### src/rtl/eaad_map.vh
`ifndef EAAD_MAP_VH
`define EAAD_MAP_VH
// effective-address mode field codes
`define EAAD_MODE_DREG    3'h0
`define EAAD_MODE_AREG    3'h1
`define EAAD_MODE_IND     3'h2
`define EAAD_MODE_POSTINC 3'h3
`define EAAD_MODE_PREDEC  3'h4
`define EAAD_MODE_DISP    3'h5
`define EAAD_MODE_INDEX   3'h6
`define EAAD_MODE_SPECIAL 3'h7
// register subfield codes under the special mode
`define EAAD_SUB_ABS_SHORT 3'h0
`define EAAD_SUB_ABS_LONG  3'h1
`define EAAD_SUB_PC_DISP   3'h2
`define EAAD_SUB_PC_INDEX  3'h3
`define EAAD_SUB_IMMEDIATE 3'h4
// operation select codes
`define EAAD_OP_NONE       3'h0
`define EAAD_OP_DEC_BINARY_ADD_EXTEND   3'h1
`define EAAD_OP_BIN_BINARY_ADD_EXTEND   3'h2
`define EAAD_OP_ADD_IMM    3'h3
`define EAAD_OP_AND_FLAGS  3'h4
`define EAAD_OP_AND_STATUS 3'h5
`define EAAD_OP_BIT_INVERT 3'h6
`define EAAD_OP_BIT_ZERO   3'h7
// operand size codes
`define EAAD_SIZE_BYTE 2'h0
`define EAAD_SIZE_WORD 2'h1
`define EAAD_SIZE_LONG 2'h2
// flag positions in the status word
`define EAAD_FLAG_C 0
`define EAAD_FLAG_V 1
`define EAAD_FLAG_Z 2
`define EAAD_FLAG_N 3
`define EAAD_FLAG_X 4
// status word reset value: supervisor, mask 7, flags clear
`define EAAD_STATUS_RESET 16'h2700
// register file address map
`define EAAD_ADDR_STATUS  4'h0
`define EAAD_ADDR_EA      4'h1
`define EAAD_ADDR_CLASS   4'h2
`define EAAD_ADDR_OPCTRL  4'h3
`define EAAD_ADDR_SRCLO   4'h4
`define EAAD_ADDR_SRCHI   4'h5
`define EAAD_ADDR_DSTLO   4'h6
`define EAAD_ADDR_DSTHI   4'h7
`define EAAD_ADDR_RESLO   4'h8
`define EAAD_ADDR_RESHI   4'h9
`endif

### src/rtl/eaad_ea_class.v
`include "eaad_map.vh"
module eaad_ea_class (
	input  wire [2:0] eaMode,      // mode field
	input  wire [2:0] eaReg,       // register subfield
	output reg        isData,      // data category
	output reg        isMemory,    // memory category
	output reg        isControl,   // control category
	output reg        isAlterable, // alterable category
	output reg        isImmediate, // immediate data selected
	output reg        isIllegal,   // unused special code
	output wire       isAltMemory, // alterable and memory
	output wire       isDataAlt    // data and alterable
);
	always @* begin
		isData      = 1'b1;
		isMemory    = 1'b1;
		isControl   = 1'b0;
		isAlterable = 1'b1;
		isImmediate = 1'b0;
		isIllegal   = 1'b0;
		case (eaMode)
			`EAAD_MODE_DREG: begin
				isMemory = 1'b0;
			end
			`EAAD_MODE_AREG: begin
				isData   = 1'b0;
				isMemory = 1'b0;
			end
			`EAAD_MODE_IND, `EAAD_MODE_DISP, `EAAD_MODE_INDEX: begin
				isControl = 1'b1;
			end
			`EAAD_MODE_SPECIAL: begin
				case (eaReg)
					`EAAD_SUB_ABS_SHORT, `EAAD_SUB_ABS_LONG: begin
						isControl = 1'b1;
					end
					`EAAD_SUB_PC_DISP, `EAAD_SUB_PC_INDEX: begin
						isControl   = 1'b1;
						isAlterable = 1'b0;
					end
					`EAAD_SUB_IMMEDIATE: begin
						isImmediate = 1'b1;
						isAlterable = 1'b0;
					end
					default: begin
						isIllegal   = 1'b1;
						isData      = 1'b0;
						isMemory    = 1'b0;
						isAlterable = 1'b0;
					end
				endcase
			end
			default: begin
				isControl = 1'b0;
			end
		endcase
	end

	assign isAltMemory = isAlterable & isMemory;
	assign isDataAlt   = isData & isAlterable;
endmodule // eaad_ea_class

### src/rtl/eaad_bcd_add.v
module eaad_bcd_add (
	input  wire [7:0] dstVal,   // destination byte
	input  wire [7:0] srcVal,   // source byte
	input  wire       extIn,    // extend flag in
	output wire [7:0] sumVal,   // packed decimal sum
	output wire       carryOut  // decimal carry
);
	wire [4:0] loRaw;
	wire       loCarry;
	wire [4:0] loAdj;
	wire [4:0] hiRaw;
	wire [4:0] hiAdj;

	// low digit then high digit, each corrected by six past nine
	assign loRaw    = {1'b0, dstVal[3:0]} + {1'b0, srcVal[3:0]} + {4'h0, extIn};
	assign loCarry  = (loRaw > 5'h09);
	assign loAdj    = loCarry ? (loRaw + 5'h06) : loRaw;
	assign hiRaw    = {1'b0, dstVal[7:4]} + {1'b0, srcVal[7:4]} + {4'h0, loCarry};
	assign carryOut = (hiRaw > 5'h09);
	assign hiAdj    = carryOut ? (hiRaw + 5'h06) : hiRaw;
	assign sumVal   = {hiAdj[3:0], loAdj[3:0]};
endmodule // eaad_bcd_add

### src/rtl/eaad_decode.v
// Operation
// - mode field: 000-110 register, 111 special
// - special subfield: abs short/long, pc disp/index
// - data category excludes address register direct
// - memory category excludes both register directs
// - control: indirect, disp, index, abs, pc
// - pc-relative and immediate are not alterable
// - combined classes are ANDs of categories
// - decimal add: X,Z,C updated; N,V undefined
// - binary add extend updates all five flags
// - immediate/quick add updates all five flags
// - AND immediate byte into flag byte
// - AND immediate word into status word
// - bit invert: Z gets complement, bit flips
// - bit zero: Z gets complement, bit cleared
`include "eaad_map.vh"
module eaad_decode (
	input  wire        clk,     // core clock
	input  wire        rst,     // async reset, active high
	input  wire [3:0]  regAddr, // register address
	input  wire [15:0] wrData,  // write data
	input  wire        wrEn,    // write strobe
	input  wire        rdEn,    // read strobe
	output reg  [15:0] rdData   // read data, cycle after strobe
);
	reg  [15:0] status_q;
	reg  [5:0]  ea_q;
	reg  [2:0]  opSel_q;
	reg  [1:0]  opSize_q;
	reg  [4:0]  bitNum_q;
	reg  [31:0] src_q;
	reg  [31:0] dst_q;
	reg  [31:0] res_q;
	reg  [15:0] status_d;
	reg  [31:0] res_d;
	reg         start_q;
	reg         illegalOp_q;

	wire isData;
	wire isMemory;
	wire isControl;
	wire isAlterable;
	wire isImmediate;
	wire isIllegal;
	wire isAltMemory;
	wire isDataAlt;

	eaad_ea_class uClass (
		.eaMode      (ea_q[5:3]),
		.eaReg       (ea_q[2:0]),
		.isData      (isData),
		.isMemory    (isMemory),
		.isControl   (isControl),
		.isAlterable (isAlterable),
		.isImmediate (isImmediate),
		.isIllegal   (isIllegal),
		.isAltMemory (isAltMemory),
		.isDataAlt   (isDataAlt)
	);

	wire [7:0] bcdSum;
	wire       bcdCarry;

	eaad_bcd_add uBcd (
		.dstVal   (dst_q[7:0]),
		.srcVal   (src_q[7:0]),
		.extIn    (status_q[`EAAD_FLAG_X]),
		.sumVal   (bcdSum),
		.carryOut (bcdCarry)
	);

	// binary adder at full width; size picks the result bits
	wire        extBit = status_q[`EAAD_FLAG_X];
	wire        addCin = (opSel_q == `EAAD_OP_BIN_BINARY_ADD_EXTEND) ? extBit : 1'b0;
	wire [32:0] sum33  = {1'b0, dst_q} + {1'b0, src_q} + {32'h0, addCin};

	reg  [31:0] sizeMask;
	reg         sumMsb;
	reg         srcMsb;
	reg         dstMsb;
	reg         sumCarry;

	always @* begin
		case (opSize_q)
			`EAAD_SIZE_BYTE: begin
				sizeMask = 32'h000000FF;
				sumMsb   = sum33[7];
				srcMsb   = src_q[7];
				dstMsb   = dst_q[7];
				sumCarry = sum33[8] ^ src_q[8] ^ dst_q[8];
			end
			`EAAD_SIZE_WORD: begin
				sizeMask = 32'h0000FFFF;
				sumMsb   = sum33[15];
				srcMsb   = src_q[15];
				dstMsb   = dst_q[15];
				sumCarry = sum33[16] ^ src_q[16] ^ dst_q[16];
			end
			default: begin
				sizeMask = 32'hFFFFFFFF;
				sumMsb   = sum33[31];
				srcMsb   = src_q[31];
				dstMsb   = dst_q[31];
				sumCarry = sum33[32];
			end
		endcase
	end

	wire [31:0] sumMasked = sum33[31:0] & sizeMask;
	wire        sumOvf    = (srcMsb == dstMsb) && (sumMsb != srcMsb);
	wire [31:0] bitMask   = 32'h00000001 << bitNum_q;
	wire        selBit    = |(dst_q & bitMask);

	// one operation per start pulse; flags and result settle in one cycle
	always @* begin
		status_d = status_q;
		res_d    = res_q;
		if (start_q) begin
			case (opSel_q)
				`EAAD_OP_DEC_BINARY_ADD_EXTEND: begin
					res_d = {24'h0, bcdSum};
					status_d[`EAAD_FLAG_X] = bcdCarry;
					status_d[`EAAD_FLAG_C] = bcdCarry;
					// zero only clears; N and V left as they stand (undefined)
					if (bcdSum != 8'h00) begin
						status_d[`EAAD_FLAG_Z] = 1'b0;
					end
				end
				`EAAD_OP_BIN_BINARY_ADD_EXTEND: begin
					res_d = sumMasked;
					status_d[`EAAD_FLAG_X] = sumCarry;
					status_d[`EAAD_FLAG_C] = sumCarry;
					status_d[`EAAD_FLAG_N] = sumMsb;
					status_d[`EAAD_FLAG_V] = sumOvf;
					if (sumMasked != 32'h0) begin
						status_d[`EAAD_FLAG_Z] = 1'b0;
					end
				end
				`EAAD_OP_ADD_IMM: begin
					res_d = sumMasked;
					status_d[`EAAD_FLAG_X] = sumCarry;
					status_d[`EAAD_FLAG_C] = sumCarry;
					status_d[`EAAD_FLAG_N] = sumMsb;
					status_d[`EAAD_FLAG_V] = sumOvf;
					status_d[`EAAD_FLAG_Z] = (sumMasked == 32'h0);
				end
				`EAAD_OP_AND_FLAGS: begin
					status_d[7:0] = status_q[7:0] & src_q[7:0];
				end
				`EAAD_OP_AND_STATUS: begin
					status_d = status_q & src_q[15:0];
				end
				`EAAD_OP_BIT_INVERT: begin
					status_d[`EAAD_FLAG_Z] = ~selBit;
					res_d = dst_q ^ bitMask;
				end
				`EAAD_OP_BIT_ZERO: begin
					status_d[`EAAD_FLAG_Z] = ~selBit;
					res_d = dst_q & ~bitMask;
				end
				default: begin
					res_d = res_q;
				end
			endcase
		end
	end

	// operations needing a writeable destination refuse modes that are not data alterable
	wire needsAlt = (opSel_q == `EAAD_OP_ADD_IMM) || (opSel_q == `EAAD_OP_BIT_INVERT)
		|| (opSel_q == `EAAD_OP_BIT_ZERO);
	wire refuse   = start_q && (isIllegal || (needsAlt && !isDataAlt));

	always @(posedge clk or posedge rst) begin
		if (rst) begin
			status_q    <= `EAAD_STATUS_RESET;
			ea_q        <= 6'h00;
			opSel_q     <= 3'h0;
			opSize_q    <= 2'h0;
			bitNum_q    <= 5'h00;
			src_q       <= 32'h0;
			dst_q       <= 32'h0;
			res_q       <= 32'h0;
			start_q     <= 1'b0;
			illegalOp_q <= 1'b0;
		end else begin
			start_q <= wrEn && (regAddr == `EAAD_ADDR_OPCTRL) && wrData[15];
			if (refuse) begin
				illegalOp_q <= 1'b1;
			end else begin
				status_q <= status_d;
				res_q    <= res_d;
			end
			if (wrEn) begin
				case (regAddr)
					`EAAD_ADDR_STATUS: status_q <= wrData;
					`EAAD_ADDR_EA:     ea_q <= wrData[5:0];
					`EAAD_ADDR_OPCTRL: begin
						opSel_q     <= wrData[2:0];
						opSize_q    <= wrData[5:4];
						bitNum_q    <= wrData[12:8];
						// a refusal landing on the same edge wins over the clear
						illegalOp_q <= refuse;
					end
					`EAAD_ADDR_SRCLO: src_q[15:0] <= wrData;
					`EAAD_ADDR_SRCHI: src_q[31:16] <= wrData;
					`EAAD_ADDR_DSTLO: dst_q[15:0] <= wrData;
					`EAAD_ADDR_DSTHI: dst_q[31:16] <= wrData;
					default: begin
						ea_q <= ea_q;
					end
				endcase
			end
		end
	end

	always @(posedge clk or posedge rst) begin
		if (rst) begin
			rdData <= 16'h0000;
		end else if (rdEn) begin
			case (regAddr)
				`EAAD_ADDR_STATUS: rdData <= status_q;
				`EAAD_ADDR_EA:     rdData <= {10'h000, ea_q};
				`EAAD_ADDR_CLASS:  rdData <= {8'h00, isDataAlt, isAltMemory, isIllegal,
					isImmediate, isAlterable, isControl, isMemory, isData};
				`EAAD_ADDR_OPCTRL: rdData <= {start_q, illegalOp_q, 1'b0, bitNum_q, 2'h0,
					opSize_q, 1'b0, opSel_q};
				`EAAD_ADDR_SRCLO:  rdData <= src_q[15:0];
				`EAAD_ADDR_SRCHI:  rdData <= src_q[31:16];
				`EAAD_ADDR_DSTLO:  rdData <= dst_q[15:0];
				`EAAD_ADDR_DSTHI:  rdData <= dst_q[31:16];
				`EAAD_ADDR_RESLO:  rdData <= res_q[15:0];
				`EAAD_ADDR_RESHI:  rdData <= res_q[31:16];
				default:           rdData <= 16'h0000;
			endcase
		end else begin
			rdData <= 16'h0000;
		end
	end
endmodule // eaad_decode

### config.mk
export PLATFORM = sky130hd
export DESIGN_NAME = eaad_decode
export DESIGN_NICKNAME = d
export VERILOG_FILES = /design/src/rtl/eaad_ea_class.v /design/src/rtl/eaad_bcd_add.v /design/src/rtl/eaad_decode.v
export VERILOG_INCLUDE_DIRS = /design/src /design/src/rtl
export SDC_FILE = /design/constraint.sdc
export NUM_CORES = 1
export LEC_CHECK = 0
export BUFFER_PORTS_ARGS = -buffer_cell sky130_fd_sc_hd__buf_2
export CAP_MARGIN = 20
export CORE_ASPECT_RATIO = 0.7
export CORE_MARGIN = 3
export CORE_UTILIZATION = 30
export CTS_BUF_LIST = sky130_fd_sc_hd__clkbuf_4 sky130_fd_sc_hd__clkbuf_8
export CTS_CLUSTER_SIZE = 30
export DETAILED_ROUTE_END_ITERATION = 10
export PLACE_DENSITY = 0.42
export SYNTH_ARGS = -nofsm -noshare
export SYNTH_HDL_FRONTEND = slang
export SYNTH_SLANG_ARGS = --single-unit
export TNS_END_PERCENT = 5
### constraint.sdc
create_clock -name clk -period 6.05 [get_ports clk]
set_clock_uncertainty 0.2 [all_clocks]
set_input_delay 0.3025 -clock clk [delete_from_list [all_inputs] [get_ports clk]]
set_output_delay 0.3025 -clock clk [all_outputs]
set_load 0.01 [all_outputs]
### Word level (Yosys, flattened, before mapping)

Index checks and enable logic that the tools add are counted.

| word-level totals | value |
|---|---|
| register bits | 146 |
| bits of input ports | 24 |
| output and inout bits | 16 |
| word-level logic and storage cells | 137 |

| cells by class | value |
|---|---|
| $add $sub $neg | 8 |
| magnitude comparators | 2 |
| eq/ne operators | 28 |
| shift operators | 1 |
| mux-type cells | 38 |
| bitwise logic cells | 15 |
| reductions and logical operators | 32 |

Operators by type and width:

| operator | number |
|---|---|
| 16-bit one-hot mux with 10 select lines | 1 |
| 32-bit one-hot mux with 4 select lines | 1 |
| 32-bit bitwise AND | 3 |
| 16-bit 2-to-1 mux | 5 |
| 32-bit one-hot mux with 2 select lines | 1 |
| 32-bit by 32-bit adder with 33-bit output | 1 |
| 33-bit by 1-bit adder with 33-bit output | 1 |
| 32-bit logical NOT | 1 |
| 32-bit NOT | 1 |
| 32-bit nonzero test | 1 |
| 32-bit OR reduction | 1 |
| 1-bit by 5-bit left shift with 32-bit output, first input constant | 1 |
| 32-bit bitwise XOR | 1 |
| 3-bit equality test, second input constant | 8 |
| 16-bit bitwise AND | 1 |
| 4-bit by 3-bit equality test with 1-bit output, second input constant | 4 |
| 3-bit by 2-bit equality test with 1-bit output, second input constant | 5 |
| 1-bit 2-to-1 mux | 14 |
| 1-bit one-hot mux with 2 select lines | 7 |
| 2-bit AND reduction | 6 |
| 4-bit by 4-bit adder with 5-bit output | 2 |
| 5-bit by 1-bit adder with 5-bit output | 2 |
| 5-bit by 4-bit > comparator with 1-bit output, second input constant | 2 |
| 3-bit by 1-bit equality test with 1-bit output, second input constant | 3 |
| other kinds (30) | 51 |

### Depth between registers and ports, before layout

| depth | value |
|---|---|
| depth after elaboration | 13 |
| gate-level depth with buffers | 21 |
| gate-level depth less buffers | 21 |

### Cells and area by module

A second synthesis with hierarchy kept.

| second synthesis, totals | value |
|---|---|
| cell total of the unflattened synthesis | 1208 |
| area total of the unflattened synthesis | 10892.9 um^2 |

By module, submodules not included:

| module | instances | cells an instance | area each (um^2) | sequential area each (um^2) |
|---|---|---|---|---|
| eaad_decode | 1 | 1141 | 10339.9 | 3658.5 |
| eaad_bcd_add | 1 | 52 | 451.7 | 0.0 |
| eaad_ea_class | 1 | 15 | 101.3 | 0.0 |

### Worst setup path before layout

Ideal clock, no wire load.

| timing | value |
|---|---|
| path kind | reg2reg |
| from | register src_q[0] |
| to | register status_q[2] |
| setup time | 128 ps |
| arrival time | 4359 ps |
| data required time | 5722 ps |
| path slack | 1362 ps |
| cell stages (with the launch flop) | 21 |
| path through | dfrtp_1 > fa_1 > fa_1 > xnor2_1 > ha_1 > a32oi_1 > a221o_2 > inv_1 > fa_1 > inv_1 > fa_1 > inv_1 > ha_1 > nand2_1 > o21ai_0 > o31a_1 > a21oi_1 > xnor2_1 > and3_1 > o21ai_0 > o31ai_1 |

| on the way | value |
|---|---|
| cells in the longest elaborated chain, start to end | 13 |
| elaborated cells between the ends (all ways) | 22 |

RTL lines:

| item | line | source |
|---|---|---|
| start: declaration | eaad_decode.v:31 | `reg [31:0] src_q;` |
| start signal: assignment | eaad_decode.v:204 | `` `EAAD_ADDR_SRCLO: src_q[15:0] <= wrData; `` |
| 4-bit by 4-bit adder with 5-bit output | eaad_bcd_add.v:15 | `assign loRaw = {1'b0, dstVal[3:0]} + {1'b0, srcVal[3:0]} + {4'h0, extIn};` |
| 5-bit by 1-bit adder with 5-bit output | eaad_bcd_add.v:15 |  |
| 5-bit by 4-bit > comparator with 1-bit output | eaad_bcd_add.v:16 | `assign loCarry = (loRaw > 5'h09);` |
| 5-bit by 1-bit adder with 5-bit output | eaad_bcd_add.v:18 | `assign hiRaw = {1'b0, dstVal[7:4]} + {1'b0, srcVal[7:4]} + {4'h0, loCarry};` |
| 4-bit by 3-bit adder with 4-bit output / 5-bit by 4-bit > comparator with 1-bit output (equally long branches) | eaad_bcd_add.v:20, eaad_bcd_add.v:19 |  |
| 4-bit 2-to-1 mux | eaad_bcd_add.v:20 | `assign hiAdj = carryOut ? (hiRaw + 5'h06) : hiRaw;` |
| 8-bit nonzero test | eaad_decode.v:125 | `if (bcdSum != 8'h00) begin` |
| 1-bit 2-to-1 mux | eaad_decode.v:125 |  |
| 1-bit one-hot mux with 6 select lines (*) | eaad_decode.v:119 | `case (opSel_q)` |
| 16-bit 2-to-1 mux (*) | eaad_decode.v:118 | `if (start_q) begin` |
| 16-bit 2-to-1 mux (*) | eaad_decode.v:187 | `if (refuse) begin` |
| 16-bit 2-to-1 mux | eaad_decode.v:194 | `case (regAddr)` |
| 16-bit 2-to-1 mux (*) | eaad_decode.v:193 | `if (wrEn) begin` |
| end signal: assignment | eaad_decode.v:175 | `` status_q <= `EAAD_STATUS_RESET; `` |
| end signal: assignment | eaad_decode.v:190 | `status_q <= status_d;` |
| end signal: assignment | eaad_decode.v:195 | `` `EAAD_ADDR_STATUS: status_q <= wrData; `` |
| end: declaration | eaad_decode.v:26 | `reg [15:0] status_q;` |

Mark *: on every way between the ends. The rest lies on a longest branch, timed or not.
A chain may end at the register's enable or synchronous reset.

### Final worst setup path

| timing | value |
|---|---|
| from | register dst_q[0] |
| to | register status_q[2] |

| on the way | value |
|---|---|
| cells in the longest elaborated chain, start to end | 13 |
| elaborated cells between the ends (all ways) | 25 |

RTL lines:

| item | line | source |
|---|---|---|
| start: declaration | eaad_decode.v:32 | `reg [31:0] dst_q;` |
| start signal: assignment | eaad_decode.v:206 | `` `EAAD_ADDR_DSTLO: dst_q[15:0] <= wrData; `` |
| 4-bit by 4-bit adder with 5-bit output | eaad_bcd_add.v:15 |  |
| 5-bit by 1-bit adder with 5-bit output | eaad_bcd_add.v:15 |  |
| 5-bit by 4-bit > comparator with 1-bit output | eaad_bcd_add.v:16 |  |
| 5-bit by 1-bit adder with 5-bit output | eaad_bcd_add.v:18 |  |
| 4-bit by 3-bit adder with 4-bit output / 5-bit by 4-bit > comparator with 1-bit output (equally long branches) | eaad_bcd_add.v:20, eaad_bcd_add.v:19 |  |
| 4-bit 2-to-1 mux | eaad_bcd_add.v:20 |  |
| 8-bit nonzero test | eaad_decode.v:125 |  |
| 1-bit 2-to-1 mux | eaad_decode.v:125 |  |
| 1-bit one-hot mux with 6 select lines (*) | eaad_decode.v:119 |  |
| 16-bit 2-to-1 mux (*) | eaad_decode.v:118 |  |
| 16-bit 2-to-1 mux (*) | eaad_decode.v:187 |  |
| 16-bit 2-to-1 mux | eaad_decode.v:194 |  |
| 16-bit 2-to-1 mux (*) | eaad_decode.v:193 |  |

Marked as above.

==> summary.log <==
[run_status] result of the run completed
[critical_path] launch point of the worst path dst_q[0]$_DFFE_PP0P_
[global_route] total overflow reported by the global router 0
[floorplanning] Row Count 57
[finish] Sequential cell area 3660 um^2
[global_route] maximum number of pins on one net before global-route repair 90
[clock_tree] CTS tree done
[global_route] number of global-route vias before repair 9,275
[critical_path] CP Launch Type flip-flop
[route] number of nets with antenna violations after routing 0
[floorplanning] starting utilization of the core area 30.8%
[logic_synthesis] count of flip-flops with a built-in enable after synthesis 0
[route] Detailed Route Iter0 Violations 1,212
[route] detailed-router iteration count before antenna repair 7
[job] max-cap check violation count 0
[finish] net count reported at finish 1,361
[clock_tree] number of buffers created by CTS 17
[logic_synthesis] primary flip-flop cell chosen by synthesis mapping sky130_fd_sc_hd__dfrtp_1
[floorplanning] chip height 165 um
[placed_design] hpwl dp 35.1 mm
[sta] Max-Slew Margin vs Limit 21.9%
[critical_path] Max Fanout on Critical Path 6
[floorplanning] area enclosed by the die boundary 38,400 um^2
[route] residual DRC count 0
[finish] area overhead of the layout relative to synthesis 11.6%
[sta] minimum period implied by the final worst setup slack 5.35 ns
[logic_synthesis] post-synthesis cell count 1,198
[logic_synthesis] warnings from Yosys 0
[clock_tree] clock transition at the registers of the reported paths 0.10 ns
[clock_tree] Resized Gates After CTS 0
[clock_tree] H-tree Lvls 4
[placed_design] number of buffers added on ports 39
[critical_path] data required time of the worst path 6.23 ns
[sta] Max Clk Rate 0.187 GHz
[route] Routed met2 length 17.2 mm
[route] Met1 Wirelength 24.2 mm
[logic_synthesis] net count of the mapped netlist 1,329
[clock_tree] clock latency on the worst-skew pair 0.52 ns
[global_route] GRT Resource Usage Total 24.7%
[critical_path] startpoint-to-endpoint class of the critical path flip-flop to flip-flop
[logic_synthesis] post-synthesis area per instance 9.03 um^2
[sta] setup tns final 0 ns
[power] worst voltage drop across the vdd grid 0.000140 V
[clock_tree] # hold bufs at CTS 18
[route] wire length per cell after detailed routing 27.3 um
[floorplanning] number of top-level pins 40
[floorplanning] die outline width 233 um
[route] vias 9,960
[clock_tree] root buffer cell sky130_fd_sc_hd__clkbuf_8
[logic_synthesis] fraction of registers with async set or reset after synthesis 100%
[power] Cell Pwr Density 388 nW/um^2
[logic_synthesis] library cells used by synthesis 73
[global_route] number of antenna violations at the first check in global routing 1
[worst_hold_path] worst hold path class primary input to flip-flop
[finish] Inserted Diodes 0
[clock_tree] maximum root-to-sink buffer count 2
[finish] filler cell count in the final layout 3,677
[floorplanning] Core ar. 35,200 um^2
[finish] share of post-route cells with drive strength above 1 16.3%
[sta] Pins Over Slew Limit 0
[route] aggregate routed wire length 46.7 mm
[power] reported leakage power 5.50 nW
[logic_synthesis] sequential fraction of the synthesis area 33.8%
[clock_tree] number of clock sinks 146
[sta] Final period util 88.5%
[sta] setup repair after global routing missed its margin no
[route] Via-to-Cell Ratio 5.81
[sta] pin slew with the least headroom to its limit 1.17 ns
[route] uppermost layer routed met5
[global_route] first-pass GRT wire length 67.2 mm
[finish] area used by multi-input combinational logic 6740 um^2
[route] Met3 Wirelength 4.98 mm
[critical_path] WP data arrival 5.54 ns
[clock_tree] buffer count from post-CTS setup fixing 0
[logic_synthesis] #FFs+latches synth 146
[placed_design] final weighted congestion in routability-driven placement 0.936
[logic_synthesis] summed instance area of the synthesized netlist 10,800 um^2
[worst_hold_path] beginning of the worst hold path wrData[2]
[sta] Hold Violations, Final 0
[sta] Setup violations, final 0
[critical_path] R2R Path Start dst_q[0]$_DFFE_PP0P_
[critical_path] CP Capture Type flip-flop
[power] Final Power 4.69 mW
-- stage by stage --
stage / setup WS [ns] / util, % / hold slack, ns / cell area, um^2 / std cells
global route: 0.374 / 34.4 / 0.0353 / 12100 / 1715
floorplan: 1.36 / - / 0.208 / 10800 / 1198
CTS: 0.817 / 34.4 / 0.0314 / 12100 / 1715
finish: 0.698 / 34.4 / 0.0850 / 12100 / 1715
detailed placement: 0.861 / 32.8 / 0.272 / 11500 / 1665
global placement: 1.00 / 32.8 / 0.264 / 11500 / 1665
-- synth_stat cells, types with 10 or more instances --
cell | count | area, um^2
sky130_fd_sc_hd__a21o_1 | 17 | 128
sky130_fd_sc_hd__a21oi_1 | 57 | 285
sky130_fd_sc_hd__a221oi_1 | 25 | 219
sky130_fd_sc_hd__a22oi_1 | 32 | 240
sky130_fd_sc_hd__a31oi_1 | 19 | 119
sky130_fd_sc_hd__and2_1 | 11 | 68.8
sky130_fd_sc_hd__and3_1 | 11 | 68.8
sky130_fd_sc_hd__clkbuf_1 | 51 | 191
sky130_fd_sc_hd__dfrtp_1 | 142 | 3550
sky130_fd_sc_hd__ha_1 | 101 | 1260
sky130_fd_sc_hd__inv_1 | 51 | 191
sky130_fd_sc_hd__mux2_2 | 83 | 935
sky130_fd_sc_hd__mux2i_1 | 10 | 100
sky130_fd_sc_hd__nand2_1 | 167 | 627
sky130_fd_sc_hd__nand2b_1 | 10 | 62.6
sky130_fd_sc_hd__nand3_1 | 18 | 90.1
sky130_fd_sc_hd__nor2_1 | 79 | 297
sky130_fd_sc_hd__nor2b_1 | 11 | 68.8
sky130_fd_sc_hd__nor3_1 | 22 | 110
sky130_fd_sc_hd__nor4_1 | 13 | 81.3
sky130_fd_sc_hd__o21ai_0 | 79 | 395
sky130_fd_sc_hd__o31ai_1 | 15 | 113
sky130_fd_sc_hd__xnor2_1 | 24 | 210
sky130_fd_sc_hd__xor2_1 | 10 | 87.6
-- cells in the final DEF, fill, tap and decap left out, drive strengths merged, types with 7 or more instances in the layout --
cell	n
nor2b	11
a22o	7
clkbuf	20
o31ai	15
nor2	79
nand3	18
xnor2	24
o21ai	81
nand2b	10
buf	59
a221oi	25
mux2i	10
inv	55
nand2	167
dlygate4sd3	18
a21oi	59
and2	11
a31oi	19
nor4	14
xor2	10
a222oi	8
a211oi	7
dfrtp	142
mux2	83
ha	101
o21a	8
a22oi	32
and3	11
nor3	22
a21o	18
-- path summary, 6_finish.rpt --
path                                           to  cells past startpoint  slack [ns]
max                         status_q[2]$_DFF_PP0_                     20        0.70
min                        opSel_q[2]$_DFFE_PP0P_                      2        0.09
max reg2reg                 status_q[2]$_DFF_PP0_                     20        0.70
min reg2reg                  res_q[8]$_DFFE_PP0P_                      2        0.29
max in group asynchronous   src_q[19]$_DFFE_PP0P_                      4        4.04
min in group asynchronous     rdData[3]$_DFF_PP0_                      3        0.27
-- routing by layer --
metal / GRT usage (%) / vias up
met1: 39.9 / 5038
met3: 7.83 / 32
met4: 3.69 / 2
li1: - / 4436
met2: 31.2 / 452
met5: 0 / -
-- registers in the layout, indices dropped and copies added (netlist names) --
name         flops
opSize_q         2
rdData          16
dst_q           32
status_q        16
src_q           32
bitNum_q         5
res_q           32
opSel_q          3
illegalOp_q      1
start_q          1
ea_q             6
-- cell type report --
class	instances	area share, %
sequential	146	30.3
clock buffer	20	2.28
clock inverter	12	0.797
tap	472	4.89
multi-input combinational	937	55.8
inverter	51	1.63
timing repair buffer	77	4.35
-- power breakdown --
group,switching [mW],leakage (nW),internal [mW]
Combinational,1.50,3.46,0.890
Clock,0.444,0.184,0.322
Sequential,0.377,1.86,1.16
-- cells by family after synthesis --
| logic type | share of synthesized area [%] |
|---|---|
| mux | 9.56 |
| compound gates | 20.7 |
| simple gates | 16.1 |
| xor+xnor | 2.75 |
| buf+inv | 4.28 |
| fa+ha+maj | 12.8 |
| flops | 33.8 |
-- worst max-delay path, stage by stage, from the launching register on --
cell	delay, ns
sky130_fd_sc_hd__dfrtp_1	0.50
sky130_fd_sc_hd__fa_1	0.48
sky130_fd_sc_hd__fa_1	0.42
sky130_fd_sc_hd__xnor2_1	0.41
sky130_fd_sc_hd__ha_1	0.30
sky130_fd_sc_hd__a32oi_1	0.08
sky130_fd_sc_hd__a221o_2	0.44
sky130_fd_sc_hd__inv_1	0.12
sky130_fd_sc_hd__fa_1	0.18
sky130_fd_sc_hd__inv_1	0.07
sky130_fd_sc_hd__fa_1	0.40
sky130_fd_sc_hd__xnor2_1	0.28
sky130_fd_sc_hd__ha_1	0.22
sky130_fd_sc_hd__nand2_1	0.05
sky130_fd_sc_hd__o21ai_0	0.09
sky130_fd_sc_hd__o31a_1	0.23
sky130_fd_sc_hd__nand2_1	0.16
sky130_fd_sc_hd__mux2i_1	0.16
sky130_fd_sc_hd__and3_1	0.16
sky130_fd_sc_hd__o21ai_0	0.17
sky130_fd_sc_hd__o31ai_1	0.10
Power figures use the tool's default switching activity.
